File: config.mk
export PLATFORM = sky130hd
export DESIGN_NAME = pwm_timer_count_capture_ctrl
export DESIGN_NICKNAME = d
export VERILOG_FILES = /design/src/pkg/pwm_timer_pkg.sv /design/src/rtl/capture_trigger.sv /design/src/rtl/pwm_timer_count_capture_ctrl.sv /design/src/rtl/wave_output.sv
export SDC_FILE = /design/constraint.sdc
export NUM_CORES = 1
export LEC_CHECK = 0
export BUFFER_PORTS_ARGS = -buffer_cell sky130_fd_sc_hd__buf_4
export CAP_MARGIN = 20
export CORE_AREA = 2 2 193 100
export DETAILED_ROUTE_END_ITERATION = 16
export DIE_AREA = 0 0 195 102
export PLACE_DENSITY = 0.56
export SLEW_MARGIN = 20
export SYNTH_ARGS = -nofsm -noshare
export SYNTH_HDL_FRONTEND = slang
export SYNTH_HIERARCHICAL = 1
export SYNTH_SLANG_ARGS = --single-unit
File: constraint.sdc
create_clock -name pclk -period 3.9 [get_ports pclk]
set_clock_uncertainty 0.2 [all_clocks]
set_input_delay 0.39 -clock pclk [delete_from_list [all_inputs] [get_ports pclk]]
set_output_delay 0.39 -clock pclk [all_outputs]
set_load 0.03 [all_outputs]
File: src/pkg/pwm_timer_pkg.sv
// Package with register map, field layout and shared types of the PWM timer channel.
package pwm_timer_pkg;
  // Register indices; the byte address on the bus is four times the index.
  localparam logic [15:0] IDX_CTRL = 16'h5400;
  localparam logic [15:0] IDX_COUNT = 16'h5402;
  localparam logic [15:0] IDX_CCCTL = 16'h5404;
  localparam logic [15:0] IDX_DATA_A = 16'h5406;
  localparam logic [15:0] IDX_DATA_B = 16'h5408;
  // Field positions in the counter control register.
  localparam int unsigned CTL_MODE_BIT = 2;
  localparam int unsigned CTL_CLEAR_BIT = 1;
  localparam int unsigned CTL_RUN_BIT = 0;
  // Field positions in the compare/capture control register.
  localparam int unsigned CAPB_LSB = 14;
  localparam int unsigned OUTB_LSB = 12;
  localparam int unsigned POLB_BIT = 9;
  localparam int unsigned ROLEB_BIT = 8;
  localparam int unsigned CAPA_LSB = 6;
  localparam int unsigned OUTA_LSB = 4;
  localparam int unsigned POLA_BIT = 1;
  localparam int unsigned ROLEA_BIT = 0;
  // Capture edge encodings.
  localparam logic [1:0] EDGE_NONE = 2'h0;
  localparam logic [1:0] EDGE_RISE = 2'h1;
  localparam logic [1:0] EDGE_FALL = 2'h2;
  localparam logic [1:0] EDGE_BOTH = 2'h3;
  // Waveform mode encodings.
  localparam logic [1:0] OUT_OFF = 2'h0;
  localparam logic [1:0] OUT_SET_CLR = 2'h1;
  localparam logic [1:0] OUT_TGL_A = 2'h2;
  localparam logic [1:0] OUT_TGL_B = 2'h3;
  // Reset values and the count clock divider (pclk cycles per count tick).
  localparam logic [15:0] COUNT_RST = 16'h0000;
  localparam logic [15:0] DATA_RST = 16'h0000;
  localparam logic [3:0] TICK_DIV = 4'h2;
  localparam logic [3:0] TICK_ONE = 4'h1;
  localparam logic [31:0] RD_ZERO = 32'h0000_0000;
  // Per-channel compare/capture settings.
  typedef struct packed {
    logic [1:0] edge_sel;
    logic [1:0] out_mode;
    logic polarity;
    logic capture_role;
  } chan_cfg_t;
  localparam chan_cfg_t CFG_RST = '{EDGE_NONE, OUT_OFF, 1'b0, 1'b0};
  // Run state of the counter.
  typedef enum logic {ST_STOPPED = 1'b0, ST_RUNNING = 1'b1} run_state_t;
endpackage

File: src/rtl/capture_trigger.sv
// Edge detector that fires a capture strobe on the selected edges of one input.
`timescale 1ns/1ns
module capture_trigger
  import pwm_timer_pkg::*;
(
  // Clock and reset.
  input wire logic pclk,
  input wire logic presetn,
  // Trigger pin and settings.
  input wire logic trig_in,
  input wire logic [1:0] edge_sel,
  input wire logic active,
  // Capture strobe, one pclk cycle.
  output logic fire
);
  logic prev_r; // Pin level one cycle ago.
  logic prev_nxt;
  logic rise;
  logic fall;

  // Edge decode; the pin is already synchronous so no synchroniser is needed.
  always_comb
  begin
    prev_nxt = trig_in;
    rise = trig_in & ~prev_r;
    fall = ~trig_in & prev_r;
    fire = active & ((rise & ((edge_sel == EDGE_RISE) | (edge_sel == EDGE_BOTH))) |
                     (fall & ((edge_sel == EDGE_FALL) | (edge_sel == EDGE_BOTH))));
  end

  // Pin history.
  always_ff @(posedge pclk or negedge presetn)
  begin
    if (!presetn)
      prev_r <= 1'b0;
    else
      prev_r <= prev_nxt;
  end
endmodule

File: src/rtl/pwm_timer_count_capture_ctrl.sv
// One 16-bit PWM timer channel: counter, compare/capture and APB registers.
// Overview of operation
// RULE1: Repeat mode counts until software stops it.
// RULE2: One-shot mode stops on compare B.
// RULE3: Clear bit write one zeroes counter.
// RULE4: Run bit starts, stops, reads run state.
// RULE5: Stopping keeps counter value for resume.
// RULE6: Counter value readable anytime, resets zero.
// RULE7: Software reads counter in one access.
// RULE8: Capture B edge select chooses trigger edges.
// RULE9: Capture B edges ignored in comparator role.
// RULE10: Output B mode selects waveform behaviour.
// RULE11: Output B mode ignored in capture role.
// RULE12: Output B polarity sets active level.
// RULE13: Output B polarity ignored in capture role.
// RULE14: Data B role bit selects capture.
// RULE15: Capture A edge select chooses edges.
// RULE16: Output A mode selects waveform behaviour.
// RULE17: Output A polarity sets active level.
// RULE18: Data A role bit selects capture.
// RULE19: Counter increments; compare B wraps to zero.
// RULE20: Reserved control bits read zero.
`timescale 1ns/1ns
module pwm_timer_count_capture_ctrl
  import pwm_timer_pkg::*;
(
  // Clock and reset.
  input wire logic pclk,
  input wire logic presetn,
  // APB slave.
  input wire logic psel,
  input wire logic penable,
  input wire logic pwrite,
  input wire logic [31:0] paddr,
  input wire logic [31:0] pwdata,
  output logic pready,
  output logic [31:0] prdata,
  output logic pslverr,
  // Capture trigger pins.
  input wire logic capture_a_input,
  input wire logic capture_b_input,
  // Waveform pins.
  output logic wave_out_a,
  output logic wave_out_b
);
  // True when the word address matches a register index.
  function automatic logic addr_hit(input logic [31:0] addr, input logic [15:0] idx);
    addr_hit = (addr[31:18] == 14'h0000) && (addr[1:0] == 2'h0) && (addr[17:2] == idx);
  endfunction

  // Control state.
  run_state_t run_st_r; // Counting or stopped.
  run_state_t run_st_nxt;
  logic mode_r; // Count mode select: one-shot when set.
  logic mode_nxt;
  logic [15:0] count_r; // Counter value.
  logic [15:0] count_nxt;
  logic [3:0] div_r; // Count clock divider.
  logic [3:0] div_nxt;
  logic tick; // One-cycle count clock enable.
  // Compare/capture state.
  chan_cfg_t cfg_a_r;
  chan_cfg_t cfg_a_nxt;
  chan_cfg_t cfg_b_r;
  chan_cfg_t cfg_b_nxt;
  logic [15:0] data_a_r;
  logic [15:0] data_a_nxt;
  logic [15:0] data_b_r;
  logic [15:0] data_b_nxt;
  // Bus state.
  logic [31:0] prdata_r;
  logic [31:0] prdata_nxt;
  logic pslverr_r;
  logic pslverr_nxt;
  // Decoded strobes and events.
  logic setup;
  logic wr_en;
  logic ctrl_we;
  logic hit_a;
  logic hit_b;
  logic cap_a_fire;
  logic cap_b_fire;
  logic mapped;
  logic [31:0] rd_val;

  // Bus strobes; writes land on the access cycle, which never waits.
  always_comb
  begin
    setup = psel & ~penable;
    wr_en = psel & penable & pwrite;
    ctrl_we = wr_en & addr_hit(paddr, IDX_CTRL);
  end

  // Count clock divider; only one clock exists, so the rate is an enable.
  always_comb
  begin
    tick = (div_r == TICK_ONE);
    div_nxt = tick ? TICK_DIV : div_r - TICK_ONE;
  end

  // Compare events only in comparator role and only on a running tick.
  always_comb
  begin
    hit_a = tick & (run_st_r == ST_RUNNING) & ~cfg_a_r.capture_role & (count_r == data_a_r);
    hit_b = tick & (run_st_r == ST_RUNNING) & ~cfg_b_r.capture_role & (count_r == data_b_r);
  end

  // Capture units, active only in capture role.
  capture_trigger u_cap_a (
    .pclk(pclk),
    .presetn(presetn),
    .trig_in(capture_a_input),
    .edge_sel(cfg_a_r.edge_sel),
    .active(cfg_a_r.capture_role), // RULE15 RULE18
    .fire(cap_a_fire)
  );
  capture_trigger u_cap_b (
    .pclk(pclk),
    .presetn(presetn),
    .trig_in(capture_b_input),
    .edge_sel(cfg_b_r.edge_sel),
    .active(cfg_b_r.capture_role), // RULE8 RULE9 RULE14
    .fire(cap_b_fire)
  );

  // Waveform units, silenced while their data register captures.
  wave_output u_wave_a (
    .pclk(pclk),
    .presetn(presetn),
    .out_mode(cfg_a_r.out_mode),
    .polarity(cfg_a_r.polarity),
    .active(~cfg_a_r.capture_role),
    .hit_a(hit_a),
    .hit_b(hit_b),
    .wave(wave_out_a)
  );
  wave_output u_wave_b (
    .pclk(pclk),
    .presetn(presetn),
    .out_mode(cfg_b_r.out_mode),
    .polarity(cfg_b_r.polarity),
    .active(~cfg_b_r.capture_role), // RULE11 RULE13
    .hit_a(hit_a),
    .hit_b(hit_b),
    .wave(wave_out_b)
  );

  // Counter and run state next values.
  always_comb
  begin
    run_st_nxt = run_st_r;
    mode_nxt = mode_r;
    count_nxt = count_r;
    // Counting; stopped holds the value for a later resume.
    if (tick && (run_st_r == ST_RUNNING))
      count_nxt = hit_b ? COUNT_RST : count_r + 16'h0001; // RULE19 RULE5
    // In one-shot mode compare B ends the run; repeat mode keeps going.
    if (hit_b && mode_r)
      run_st_nxt = ST_STOPPED; // RULE2 RULE1
    if (ctrl_we)
    begin
      // A software write comes later than the event, so it decides.
      mode_nxt = pwdata[CTL_MODE_BIT];
      run_st_nxt = run_state_t'(pwdata[CTL_RUN_BIT]); // RULE4
      if (pwdata[CTL_CLEAR_BIT])
        count_nxt = COUNT_RST; // RULE3
    end
  end

  // Compare/capture configuration and data next values.
  always_comb
  begin
    cfg_a_nxt = cfg_a_r;
    cfg_b_nxt = cfg_b_r;
    data_a_nxt = data_a_r;
    data_b_nxt = data_b_r;
    if (wr_en && addr_hit(paddr, IDX_CCCTL))
    begin
      // Reserved bits are simply not stored.
      cfg_b_nxt = '{pwdata[CAPB_LSB +: 2], pwdata[OUTB_LSB +: 2], pwdata[POLB_BIT],
                    pwdata[ROLEB_BIT]}; // RULE14 RULE20
      cfg_a_nxt = '{pwdata[CAPA_LSB +: 2], pwdata[OUTA_LSB +: 2], pwdata[POLA_BIT],
                    pwdata[ROLEA_BIT]}; // RULE18 RULE20
    end
    if (wr_en && addr_hit(paddr, IDX_DATA_A))
      data_a_nxt = pwdata[15:0];
    if (wr_en && addr_hit(paddr, IDX_DATA_B))
      data_b_nxt = pwdata[15:0];
    // A capture wins over a write in the same cycle so no edge is lost.
    if (cap_a_fire)
      data_a_nxt = count_r; // RULE15 RULE18
    if (cap_b_fire)
      data_b_nxt = count_r; // RULE8
  end

  // Read mux; reserved and write-only bits read as zero.
  always_comb
  begin
    rd_val = RD_ZERO;
    mapped = 1'b1;
    if (addr_hit(paddr, IDX_CTRL))
    begin
      rd_val[CTL_MODE_BIT] = mode_r;
      rd_val[CTL_RUN_BIT] = run_st_r; // RULE4 RULE3
    end
    else if (addr_hit(paddr, IDX_COUNT))
      rd_val[15:0] = count_r; // RULE6
    else if (addr_hit(paddr, IDX_CCCTL))
    begin
      rd_val[CAPB_LSB +: 2] = cfg_b_r.edge_sel;
      rd_val[OUTB_LSB +: 2] = cfg_b_r.out_mode;
      rd_val[POLB_BIT] = cfg_b_r.polarity;
      rd_val[ROLEB_BIT] = cfg_b_r.capture_role;
      rd_val[CAPA_LSB +: 2] = cfg_a_r.edge_sel;
      rd_val[OUTA_LSB +: 2] = cfg_a_r.out_mode;
      rd_val[POLA_BIT] = cfg_a_r.polarity;
      rd_val[ROLEA_BIT] = cfg_a_r.capture_role; // RULE20
    end
    else if (addr_hit(paddr, IDX_DATA_A))
      rd_val[15:0] = data_a_r;
    else if (addr_hit(paddr, IDX_DATA_B))
      rd_val[15:0] = data_b_r;
    else
      mapped = 1'b0;
    // Read data is sampled in the setup cycle and held for the access cycle.
    prdata_nxt = setup ? (pwrite ? RD_ZERO : rd_val) : prdata_r;
    pslverr_nxt = setup ? ~mapped : pslverr_r;
  end

  // All state registers.
  always_ff @(posedge pclk or negedge presetn)
  begin
    if (!presetn)
    begin
      run_st_r <= ST_STOPPED;
      mode_r <= 1'b0;
      count_r <= COUNT_RST;
      div_r <= TICK_DIV;
      cfg_a_r <= CFG_RST;
      cfg_b_r <= CFG_RST;
      data_a_r <= DATA_RST;
      data_b_r <= DATA_RST;
      prdata_r <= RD_ZERO;
      pslverr_r <= 1'b0;
    end
    else
    begin
      run_st_r <= run_st_nxt;
      mode_r <= mode_nxt;
      count_r <= count_nxt;
      div_r <= div_nxt;
      cfg_a_r <= cfg_a_nxt;
      cfg_b_r <= cfg_b_nxt;
      data_a_r <= data_a_nxt;
      data_b_r <= data_b_nxt;
      prdata_r <= prdata_nxt;
      pslverr_r <= pslverr_nxt;
    end
  end

  // Zero wait states; the error only shows in the access cycle.
  assign pready = psel & penable;
  assign prdata = prdata_r;
  assign pslverr = pslverr_r & psel & penable;

  // Checks that guard the counter, captures, outputs and register reads.
  a_clear_zeroes: assert property (@(posedge pclk) disable iff (!presetn)
    ctrl_we && pwdata[CTL_CLEAR_BIT] |=> count_r == COUNT_RST) // RULE3
    else $error("Clear write did not zero the counter.");
  a_stop_holds: assert property (@(posedge pclk) disable iff (!presetn)
    run_st_r == ST_STOPPED && !ctrl_we |=> $stable(count_r)) // RULE5
    else $error("Stopped counter changed.");
  a_oneshot_stop: assert property (@(posedge pclk) disable iff (!presetn)
    hit_b && mode_r && !ctrl_we |=> run_st_r == ST_STOPPED ##1 $stable(count_r)) // RULE2
    else $error("One-shot counter kept running.");
  a_repeat_runs: assert property (@(posedge pclk) disable iff (!presetn)
    run_st_r == ST_RUNNING && !mode_r && !ctrl_we |=> run_st_r == ST_RUNNING) // RULE1
    else $error("Repeat mode counter stopped itself.");
  a_count_step: assert property (@(posedge pclk) disable iff (!presetn)
    tick && run_st_r == ST_RUNNING && !hit_b && !ctrl_we
    |=> count_r == $past(count_r) + 16'h0001) // RULE19
    else $error("Counter did not step by one.");
  a_cmpb_wrap: assert property (@(posedge pclk) disable iff (!presetn)
    hit_b && !ctrl_we |=> count_r == COUNT_RST) // RULE19
    else $error("Compare B did not wrap the counter.");
  a_capture_b_load: assert property (@(posedge pclk) disable iff (!presetn)
    cap_b_fire |=> data_b_r == $past(count_r)) // RULE8
    else $error("Capture B did not load the counter.");
  a_capb_ignored: assert property (@(posedge pclk) disable iff (!presetn)
    !cfg_b_r.capture_role |-> !cap_b_fire) // RULE9
    else $error("Capture B fired in comparator role.");
  a_outb_quiet: assert property (@(posedge pclk) disable iff (!presetn)
    cfg_b_r.capture_role [*2] |-> !wave_out_b) // RULE11
    else $error("Output B moved in capture role.");
  a_run_readback: assert property (@(posedge pclk) disable iff (!presetn)
    setup && !pwrite && addr_hit(paddr, IDX_CTRL)
    |=> prdata_r[CTL_RUN_BIT] == $past(run_st_r) && !prdata_r[CTL_CLEAR_BIT]) // RULE4
    else $error("Run bit read back wrong.");
  a_reserved_zero: assert property (@(posedge pclk) disable iff (!presetn)
    setup && !pwrite && addr_hit(paddr, IDX_CCCTL)
    |=> prdata_r[11:10] == 2'h0 && prdata_r[3:2] == 2'h0 && prdata_r[31:16] == 16'h0000) // RULE20
    else $error("Reserved control bits read nonzero.");
endmodule

File: src/rtl/wave_output.sv
// Waveform generator for one timer output driven by the compare A and B events.
`timescale 1ns/1ns
module wave_output
  import pwm_timer_pkg::*;
(
  // Clock and reset.
  input wire logic pclk,
  input wire logic presetn,
  // Settings; active is low while the data register is in capture role.
  input wire logic [1:0] out_mode,
  input wire logic polarity,
  input wire logic active,
  // Compare events.
  input wire logic hit_a,
  input wire logic hit_b,
  // Pin level.
  output logic wave
);
  logic state_r; // Active-high internal waveform.
  logic state_nxt;
  logic wave_r;
  logic wave_nxt;

  // Next waveform state from mode and events.
  always_comb
  begin
    state_nxt = state_r;
    if (!active)
      state_nxt = 1'b0; // RULE11
    else
      unique case (out_mode)
        OUT_OFF: state_nxt = 1'b0; // RULE10 RULE16
        OUT_SET_CLR:
        begin
          // B clears after A sets, so a tie ends the pulse.
          if (hit_a)
            state_nxt = 1'b1; // RULE10 RULE16
          if (hit_b)
            state_nxt = 1'b0; // RULE10 RULE16
        end
        OUT_TGL_A: state_nxt = state_r ^ hit_a; // RULE10 RULE16
        OUT_TGL_B: state_nxt = state_r ^ hit_b; // RULE10 RULE16
      endcase
    // Polarity sets the off level; in capture role the pin sits low.
    wave_nxt = active ? (state_nxt ^ polarity) : 1'b0; // RULE12 RULE17 RULE13
  end

  // Waveform and pin registers.
  always_ff @(posedge pclk or negedge presetn)
  begin
    if (!presetn)
    begin
      state_r <= 1'b0;
      wave_r <= 1'b0;
    end
    else
    begin
      state_r <= state_nxt;
      wave_r <= wave_nxt;
    end
  end

  assign wave = wave_r;
endmodule

==> results of run 1 <==
## final timing paths
path / startpoint / to / slack (ps) / cells past startpoint
worst max-delay path: count_r[14] / u_wave_b/wave / 1040 / 8
worst min-delay path: presetn / data_b_r[3] / -2 / 1
worst max register to register: count_r[14] / u_wave_b/wave / 1040 / 8
worst min register to register: div_r[0] / div_r[0] / 250 / 1
max in group asynchronous: presetn / data_a_r[12] / 2700 / 2
min in group pclk: pwdata[13] / cfg_b_r[3] / 80 / 2
## per-layer routing
layer | vias up | track usage (%)
li1 | 2059 | -
met2 | 137 | 25.6
met4 | 2 | 4.11
met1 | 2161 | 22.3
met3 | 14 | 4.82
met5 | - | 0
## cell type report
cell class / instances / area [um2]
inverters: 9 / 33.8
repair buffers: 85 / 643
flip-flops and latches: 89 / 2230
multi-input cells: 427 / 2910
well taps: 240 / 300
clock inverters: 6 / 115
fillers: 1839 / 11700
clock buffers: 10 / 239
## registers in the layout, summed over array words and instances, names as in the netlist, 4 cells and up
name / flops
div_r: 4
data_a_r: 16
data_b_r: 16
count_r: 16
cfg_b_r: 6
cfg_a_r: 6
prdata: 16
## power by group
group          internal, mW  leakage (nW)  switching, mW
clock network         0.646         0.169          0.379
registers             0.925          1.22        0.00106
logic                0.0609          1.67          0.105
total                  1.63          3.05          0.485
## cells in the final DEF (no fill, tap or decap), types with 3 or more instances in the layout
master / instances
clkbuf_16: 9
nor2b_1: 3
nor3_1: 4
dfrtp_1: 88
buf_4: 83
nand4b_1: 5
mux2_4: 9
nand2b_1: 9
nand2_1: 36
and3_1: 6
a21oi_1: 46
nand3_1: 11
bufinv_16: 3
ha_1: 3
conb_1: 16
o21ai_0: 23
a22oi_1: 4
mux2_2: 24
nor2_1: 61
xor2_1: 41
xnor2_1: 6
nand4_1: 9
mux2i_1: 23
inv_1: 9
a211oi_1: 5
and2_1: 4
nor4_1: 12
o21ai_1: 19
mux2_1: 11
## timing repair
action	in CTS	in global routing
setup endpoints to repair	0	0
hold buffers	2	0
endpoints found under the hold margin	2	0
## logic make-up after synthesis
| kind of cell | share of synthesized area [%] |
|---|---|
| xor gates and xnor gates | 7.61 |
| other | 0.0693 |
| and+or+nand+nor | 17.9 |
| adders and majority gates | 0.694 |
| AOI/OAI and AO/OA | 12.4 |
| muxes | 14.0 |
| buffers and inverters | 6.08 |
| DFF | 41.2 |
## worst register-to-register path: stages (launching register included)
cell	delay, ps
dfrtp_1	490
xor2_1	210
nor4_1	280
nand4_1	250
nor4b_1	440
buf_4	230
mux2i_1	90
o221ai_2	210
mux2i_1	340
## stage by stage
stage	area (um2)	power (mW)	std cells	hold WS (ps)
2_1_floorplan	5470	1.03	584	-106
3_3_place_gp	6100	1.11	848	246
3_5_place_dp	6100	1.11	848	250
4_1_cts	6470	2.14	866	34.0
5_1_grt	6470	2.20	866	72.6
6_report	6470	2.12	866	-2.47
==> results.yml, run 1 <==
timing:
  finalCritPeriodShare_pct: 73.4
  period_minus_slack_ps: 2860
  worst_pin_slew_ps: 948
  drv_slew: 0
  hold_violations: 2
  fin_hold_ws_ps: -2.47
  postLayoutSetupSlackWorst_ps: 1040
  fmax_mhz: 350
  tns_ps: 0
  rsz0062_at_grt: "no"
  finalSetupViolCount: 0
  slew_headroom_pct: 36.8
outcome:
  outcome: "finished with violations"
  violations: "negative hold slack"
route:
  drc: 0
  vias_per_cell: 5.05
  drtIter0Drc: 275
  wl_met1_mm: 7.41
  wl_per_cell_um: 18.1
  vias: 4373
  antenna_left: 0
  drt_wl_total_mm: 15.7
  first_pass_iters: 5
  met2_length_mm: 6.96
  dr_wl_met3_mm: 1.11
  routed.top_layer: "met5"
power:
  ir_worst_vdd_v: 0.000174
  powerDensity_nw_per_um2: 327
  p_leak_nw: 3.05
global_route:
  first_global_vias: 4225
  antenna_found_initial: 1
  grt_use_total_pct: 16.4
  grt_pass1_wl_mm: 24.9
  grt_max_degree: 73
  overflow: 0
logic_synthesis:
  ys.warnings.count: 6
  synth_area_um2: 5410
  synth_area_leader_cell: "dfrtp_1"
  yosysSeqAreaShare_pct: 41.2
  yosysMostFrequentCell: "dfrtp_1"
  avgSynthCellArea_um2: 9.51
  ys_async_sr_fraction_pct: 100
  synth_area_leaders: "dfrtp_1 (41%), xor2_1 (6.6%), mux2_2 (5.0%)"
  yosysUniqueCellTypes: 58
  synth_common_cells: "dfrtp_1 (88), nor2_1 (61), a21oi_1 (46)"
  syn_inst: 569
  synth-seq-cells: 89
  synth_edf_count: 0
  synth_top_cell_area_share_pct: 40.7
  synth_ff_type: "dfrtp_1"
hold_path:
  hp-class: "in2async"
floorplan:
  core_um2: 18100
  ios: 107
  die_w_um: 195
  die_area_um2: 19900
  die_y_um: 102
  rows: 35
  start_util_pct: 29.9
clocking:
  htree_levels: 3
  cts_root_buf: "clkbuf_16"
  cts_tree: "done"
  cts_buffer_depth: 2
  cts_made_buffers: 9
  cts_setup_buffers: 0
  clk_pin_slew_worst_paths_ps: 70
  cts_resized: 0
  clkLatencyLatePin_ps: 350
  clkSinkCount: 89
layout:
  syn_to_final_growth_pct: 19.6
  final_core_util_pct: 35.7
  diodes: 0
  fin_nets: 695
  drive_above_1_share_pct: 24.0
setup_path:
  crit_path_max_incr_delay_ps: 490
  crit_path_max_fanout: 7
  cp-end-kind: "register"
  crit_top_cell: "mux2i_1"
  start_kind: "register"
  critical_path.cell_chain: "xor2_1, nor4_1, nand4_1, nor4b_1, buf_4, mux2i_1, o221ai_2, mux2i_1"
  cp_top_family: "simple AND/OR/NAND/NOR gates"
  worstPathArrival_ps: 2900
  cp_num_buf_inv: 1
  cp.required_ps: 3930
  slowest_stage: "dfrtp_1"
  path_class: "reg2reg"
run:
  cap_violations: 0
placed_design:
  numPortBuffers: 74
  pre_cts_ws_ps: 992
  hpwlAfterDp_mm: 11.1
  place_congestion: 0.885
No activity file was read; power rests on OpenSTA's default activity.
==> run 2, diff against run 1 <==
Settings changed: ABC_AREA set to 1, CORE_AREA 2 2 193 100 to 2 2 201 104, DIE_AREA 0 0 195 102 to 0 0 203 106, PLACE_DENSITY 0.56 to 0.58.
Clock period 3.9 ns to 2.6 ns, I/O delays scaled along.
==> run 2 against run 1 <==
The flow now finishes without violations. Via count is 30% higher. Cell area is 11% higher. Combinational power is 34% higher. Hold slack better by 23 ps. Clock-buffer cell count stayed put. Routed wire length is 26% higher. Largest power group is now sequential cells. Highest routed layer is now met4.
==> results.yml, run 2 <==
logic_synthesis:
  synth_top_cell_area_share_pct: 37.7
  synth_area_um2: 5840
  ys_async_sr_fraction_pct: 100
  yosysMostFrequentCell: "nand2_1"
  synth_edf_count: 0
  synth_common_cells: "nand2_1 (217), nor2_1 (114), inv_1 (105)"
  synth_area_leaders: "dfrtp_1 (38%), nand2_1 (14%), nor2_1 (7.3%)"
  syn_inst: 846
  yosysUniqueCellTypes: 36
  synth_area_leader_cell: "dfrtp_1"
  avgSynthCellArea_um2: 6.90
  yosysSeqAreaShare_pct: 38.2
  synth_ff_type: "dfrtp_1"
  ys.warnings.count: 6
  synth-seq-cells: 89
floorplan:
  ios: 107
  rows: 37
  start_util_pct: 29.2
  die_w_um: 203
  core_um2: 20000
  die_area_um2: 21500
  die_y_um: 106
placed_design:
  place_congestion: 0.959
  hpwlAfterDp_mm: 15.7
  numPortBuffers: 74
  dpl.cell_count: 1195
outcome:
  outcome: "finished clean"
global_route:
  grt_use_total_pct: 18.9
  grt_max_degree: 62
  first_global_vias: 5150
  top_usage_layer: "met1"
  antenna_found_initial: 0
  met1_usage_pct: 31.1
  grt_util_met3_pct: 7.94
  grt_use_met2_pct: 21.6
  overflow: 0
  grt_pass1_wl_mm: 30.4
power:
  fin_total_pwr_mw: 2.96
  ir_worst_vdd_v: 0.000344
  powerDensity_nw_per_um2: 412
  p_leak_nw: 3.55
setup_path:
  worstPathArrival_ps: 2490
  crit_start: "div_r[1]"
  r2r_cells: 16
  crit_path_max_fanout: 4
  path_class: "reg2reg"
  worstSetupEndpoint: "u_wave_a/wave"
  r2r_end: "u_wave_a/wave"
  cp-end-kind: "register"
  r2r_start: "div_r[1]"
  cp.required_ps: 2650
  r2r_slack_ps: 160
  start_kind: "register"
clocking:
  clkSinkCount: 89
  cts_buffer_depth: 2
  cts_tree: "done"
  cts_root_buf: "clkbuf_16"
  clk_pin_slew_worst_paths_ps: 70
  clkLatencyLatePin_ps: 360
  cts_made_buffers: 9
  htree_levels: 3
layout:
  syn_to_final_growth_pct: 23.2
  layout.cells.most_common: "nand2_1"
  fin_nets: 1013
  fin_cells: 1217
  diodes: 0
  mostFrequentLayoutCells: "nand2_1 (216), nor2_1 (113), buf_4 (108)"
  n_fill_cell: 2143
  drive_above_1_share_pct: 19.5
  final_core_util_pct: 36.0
hold_path:
  hp-class: "in2reg"
  whs_path_depth: 3
route:
  vias: 5700
  drt_wl_total_mm: 19.7
  antenna_left: 0
  vias_per_cell: 4.68
  drc: 0
  wl_per_cell_um: 16.2
  first_pass_iters: 5
  drtIter0Drc: 514
timing:
  drv_slew: 0
  fmax_mhz: 409
  finalSetupViolCount: 0
  tns_ps: 0
  finalCritPeriodShare_pct: 94.0
  hold_violations: 0
  period_minus_slack_ps: 2440
run:
  cap_violations: 0
[run 2: final cells by class]
cell class,count,area [um2],area share [%]
Clock inverter,6,67.6,0.940
Sequential cell,89,2230,31.0
Timing Repair Buffer,114,891,12.4
Clock buffer,10,239,3.33
Inverter,114,428,5.95
Multi-Input combinational cell,611,2990,41.6
Tap cell,273,342,4.75
[run 2: worst min-delay path by stage]
| stage | start | slack [ps] | endpoint |
|---|---|---|---|
| finish | pwdata[6] | 20 | cfg_a_r[4] |
| global route | pwdata[14] | 30 | cfg_b_r[4] |
| CTS | pwdata[6] | 6 | cfg_a_r[4] |
| detailed placement | presetn | 10 | prdata[0] |
| global placement | presetn | 10 | prdata[11] |
| floorplan | presetn | -240 | cfg_a_r[0] |
[run 2: cells by family after synthesis]
logic type,synth area share [%]
other,0.0643
DFF,38.2
and+or+nand+nor,34.0
adders and majority gates,0.643
xor gates and xnor gates,2.25
buffers and inverters,12.3
AOI/OAI and AO/OA,12.5
[run 2: routing by layer]
layer | part of all wire (%) | vias to the layer above
met1 | 52 | 2613
met4 | 0.47 | 0
met2 | 34 | 257
met3 | 14 | 8
li1 | - | 2822
met5 | 0 | -
[run 2: stage by stage]
| step | setup WS, ps | area, um2 | hold slack [ps] |
|---|---|---|---|
| 2_1_floorplan | 501 | 5890 | -236 |
| 3_3_place_gp | -22.0 | 6780 | 12.0 |
| 3_5_place_dp | -102 | 6780 | 12.3 |
| 4_1_cts | 17.3 | 7130 | 6.37 |
| 5_1_grt | -47.3 | 7190 | 30.2 |
| 6_report | 157 | 7190 | 20.1 |
[run 2: critical path, cell delays in order (launching register included)]
cell and delay, ps:
dfstp_2 370, inv_1 110, ha_4 150, nand2_4 60
nor2_4 160, inv_2 60, a221oi_4 240, buf_4 160
nand3_1 70, nor2_2 160, inv_1 70, nand2_1 70
nand2_1 60, a21oi_2 180, nand3_1 100, nand2_1 60
nor2_1 40
[run 2: power by group]
part	switching, mW	total, mW	internal, mW
clock network	0.581	1.35	0.773
registers	0.00116	1.39	1.39
logic	0.139	0.222	0.0832
[run 2: what timing repair did]
| action | in CTS | in global routing |
|---|---|---|
| hold buffers | 4 | 0 |
| pin swaps | 0 | 4 |
| endpoints found under the setup margin | 3 | 4 |
| gates cloned | 0 | 0 |
| buffers inserted | 0 | 2 |
| gates resized for setup | 1 | 10 |
| hold endpoints to repair | 31 | 0 |
==> run 3, diff against run 2 <==
Settings changed: RECOVER_POWER set to 25.
==> run 3 against run 2 <==
The run now ends with max-capacitance violations, max-slew violations left. Die area stayed put. Setup slack worse by 39 ps. Via count up 1.2%. Maximum frequency down 1.6%. Flip-flop and latch count did not move. Hold slack improved by 0.51 ps. Critical path depth is the same. First-iteration DRC count rose by 16%. Sequential share of layout area is 0.065 points higher. Register-to-register slack lost 40 ps. Final cell count is the same. Cell area shrank 0.21%.
==> results.yml, run 3 (synthesis results as in run 2) <==
setup_path:
  r2r_slack_ps: 120
  worstPathArrival_ps: 2530
  r2r_cells: 16
  crit_start: "div_r[1]"
  crit_path_max_fanout: 4
  r2r_end: "u_wave_a/wave"
  start_kind: "register"
  path_class: "reg2reg"
  r2r_start: "div_r[1]"
  worstSetupEndpoint: "u_wave_a/wave"
  cp.required_ps: 2650
  cp-end-kind: "register"
layout:
  diodes: 0
  syn_to_final_growth_pct: 22.9
  multi_input_area_um2: 2990
  finish.instance_area_um2: 7170
  mostFrequentLayoutCells: "nand2_1 (216), nor2_1 (113), buf_4 (104)"
  drive_above_1_share_pct: 19.1
  fin_cells: 1217
  fin_nets: 1013
  layout.cells.most_common: "nand2_1"
  seqCellArea_um2: 2230
  n_fill_cell: 2148
floorplan:
  ios: 107
  rows: 37
  die_w_um: 203
  start_util_pct: 29.2
  core_um2: 20000
  die_area_um2: 21500
  die_y_um: 106
hold_path:
  hp-class: "in2reg"
clocking:
  htree_levels: 3
  cts_tree: "done"
  cts_buffer_depth: 2
  cts_made_buffers: 9
  clkLatencyLatePin_ps: 360
  cts_root_buf: "clkbuf_16"
  clk_pin_slew_worst_paths_ps: 70
  clkSinkCount: 89
placed_design:
  place_congestion: 0.959
  hpwlAfterDp_mm: 15.7
  placed_area_um2: 6780
  numPortBuffers: 74
  dpl.cell_count: 1195
global_route:
  grt_pass1_wl_mm: 30.4
  first_global_vias: 5150
  antenna_found_initial: 0
  grt_use_total_pct: 18.9
  overflow: 0
  grt_max_degree: 62
timing:
  worst_pin_slew_ps: 1620
  tns_ps: 0
  slew_headroom_pct: -7.69
  finalSetupViolCount: 0
  hold_violations: 0
  finalCritPeriodShare_pct: 95.5
  period_minus_slack_ps: 2480
  fmax_mhz: 403
  drv_slew: 29
route:
  wl_per_cell_um: 16.2
  first_pass_iters: 6
  drc: 0
  antenna_left: 0
  vias_per_cell: 4.74
  drtIter0Drc: 596
  drt_wl_total_mm: 19.7
  vias: 5769
power:
  p_leak_nw: 3.53
  powerDensity_nw_per_um2: 413
  fin_total_pwr_mw: 2.97
  ir_worst_vdd_v: 0.000345
outcome:
  outcome: "finished with violations"
  violations: "max-capacitance violations, max-slew violations"
run:
  cap_violations: 1
[run 3: cell types whose count changed in the layout (fill, tap and decap cells not counted), sizes merged]
cell | previous run | this run
clkbuf | 10 | 14
buf | 110 | 106
[run 3: metrics by stage]
step | hold slack [ps] | worst slack (ps) | util [%]
floorplan | -236 | 501 | -
global placement | 12.0 | -22.0 | 34.0
detailed placement | 12.3 | -102 | 34.0
CTS | 6.37 | 17.3 | 35.7
global route | 30.2 | -47.3 | 35.9
finish | 20.6 | 118 | 35.9
[run 3: how the worst min path moves through the flow]
stage,startpoint,end,slack [ps],cells after the start
after floorplan,presetn,cfg_a_r[0],-240,0
after global placement,presetn,prdata[11],10,1
after detailed placement,presetn,prdata[0],10,1
after CTS,pwdata[6],cfg_a_r[4],6,3
after global routing,pwdata[14],cfg_b_r[4],30,3
final,pwdata[6],cfg_a_r[4],20,3
[run 3: cell type report]
| cell class | count | share of cell area [%] |
|---|---|---|
| clock buffers | 10 | 3.33 |
| clock inverters | 6 | 0.942 |
| inverters | 114 | 5.97 |
| multi-input cells | 611 | 41.7 |
| flip-flops and latches | 89 | 31.1 |
| well taps | 273 | 4.76 |
| repair buffers | 114 | 12.2 |
[run 3: metal layers]
layer  global-route usage [%]  part of all wire (%)  up-vias
li1                         -                     -     2822
met1                     31.1                    52     2650
met2                     21.6                    34      286
met3                     7.94                    13       11
met4                     2.35                  0.65        0
met5                        0                     0        -
[run 3: worst max-delay path: stages, from the launching register on]
cell and delay, ps:
dfstp_2 370, inv_1 110, ha_4 150, nand2_4 70
nor2_4 160, inv_2 60, a221oi_4 270, buf_4 170
nand3_1 70, nor2_2 170, inv_1 80, nand2_1 70
nand2_1 60, a21oi_2 180, nand3_1 100, nand2_1 60
nor2_1 40
[run 3: report_power, final]
part	switching [mW]	internal, mW
Clock	0.584	0.773
Combinational	0.139	0.0807
Sequential	0.00116	1.39
[run 3: repair_timing]
action                                  4_1_cts  5_1_grt
hold endpoints to repair                     31        0
setup buffers                                 0        2
gates resized for setup                       1       10
hold buffers                                  4        0
pin swaps                                     0        4
endpoints found under the setup margin        3        4
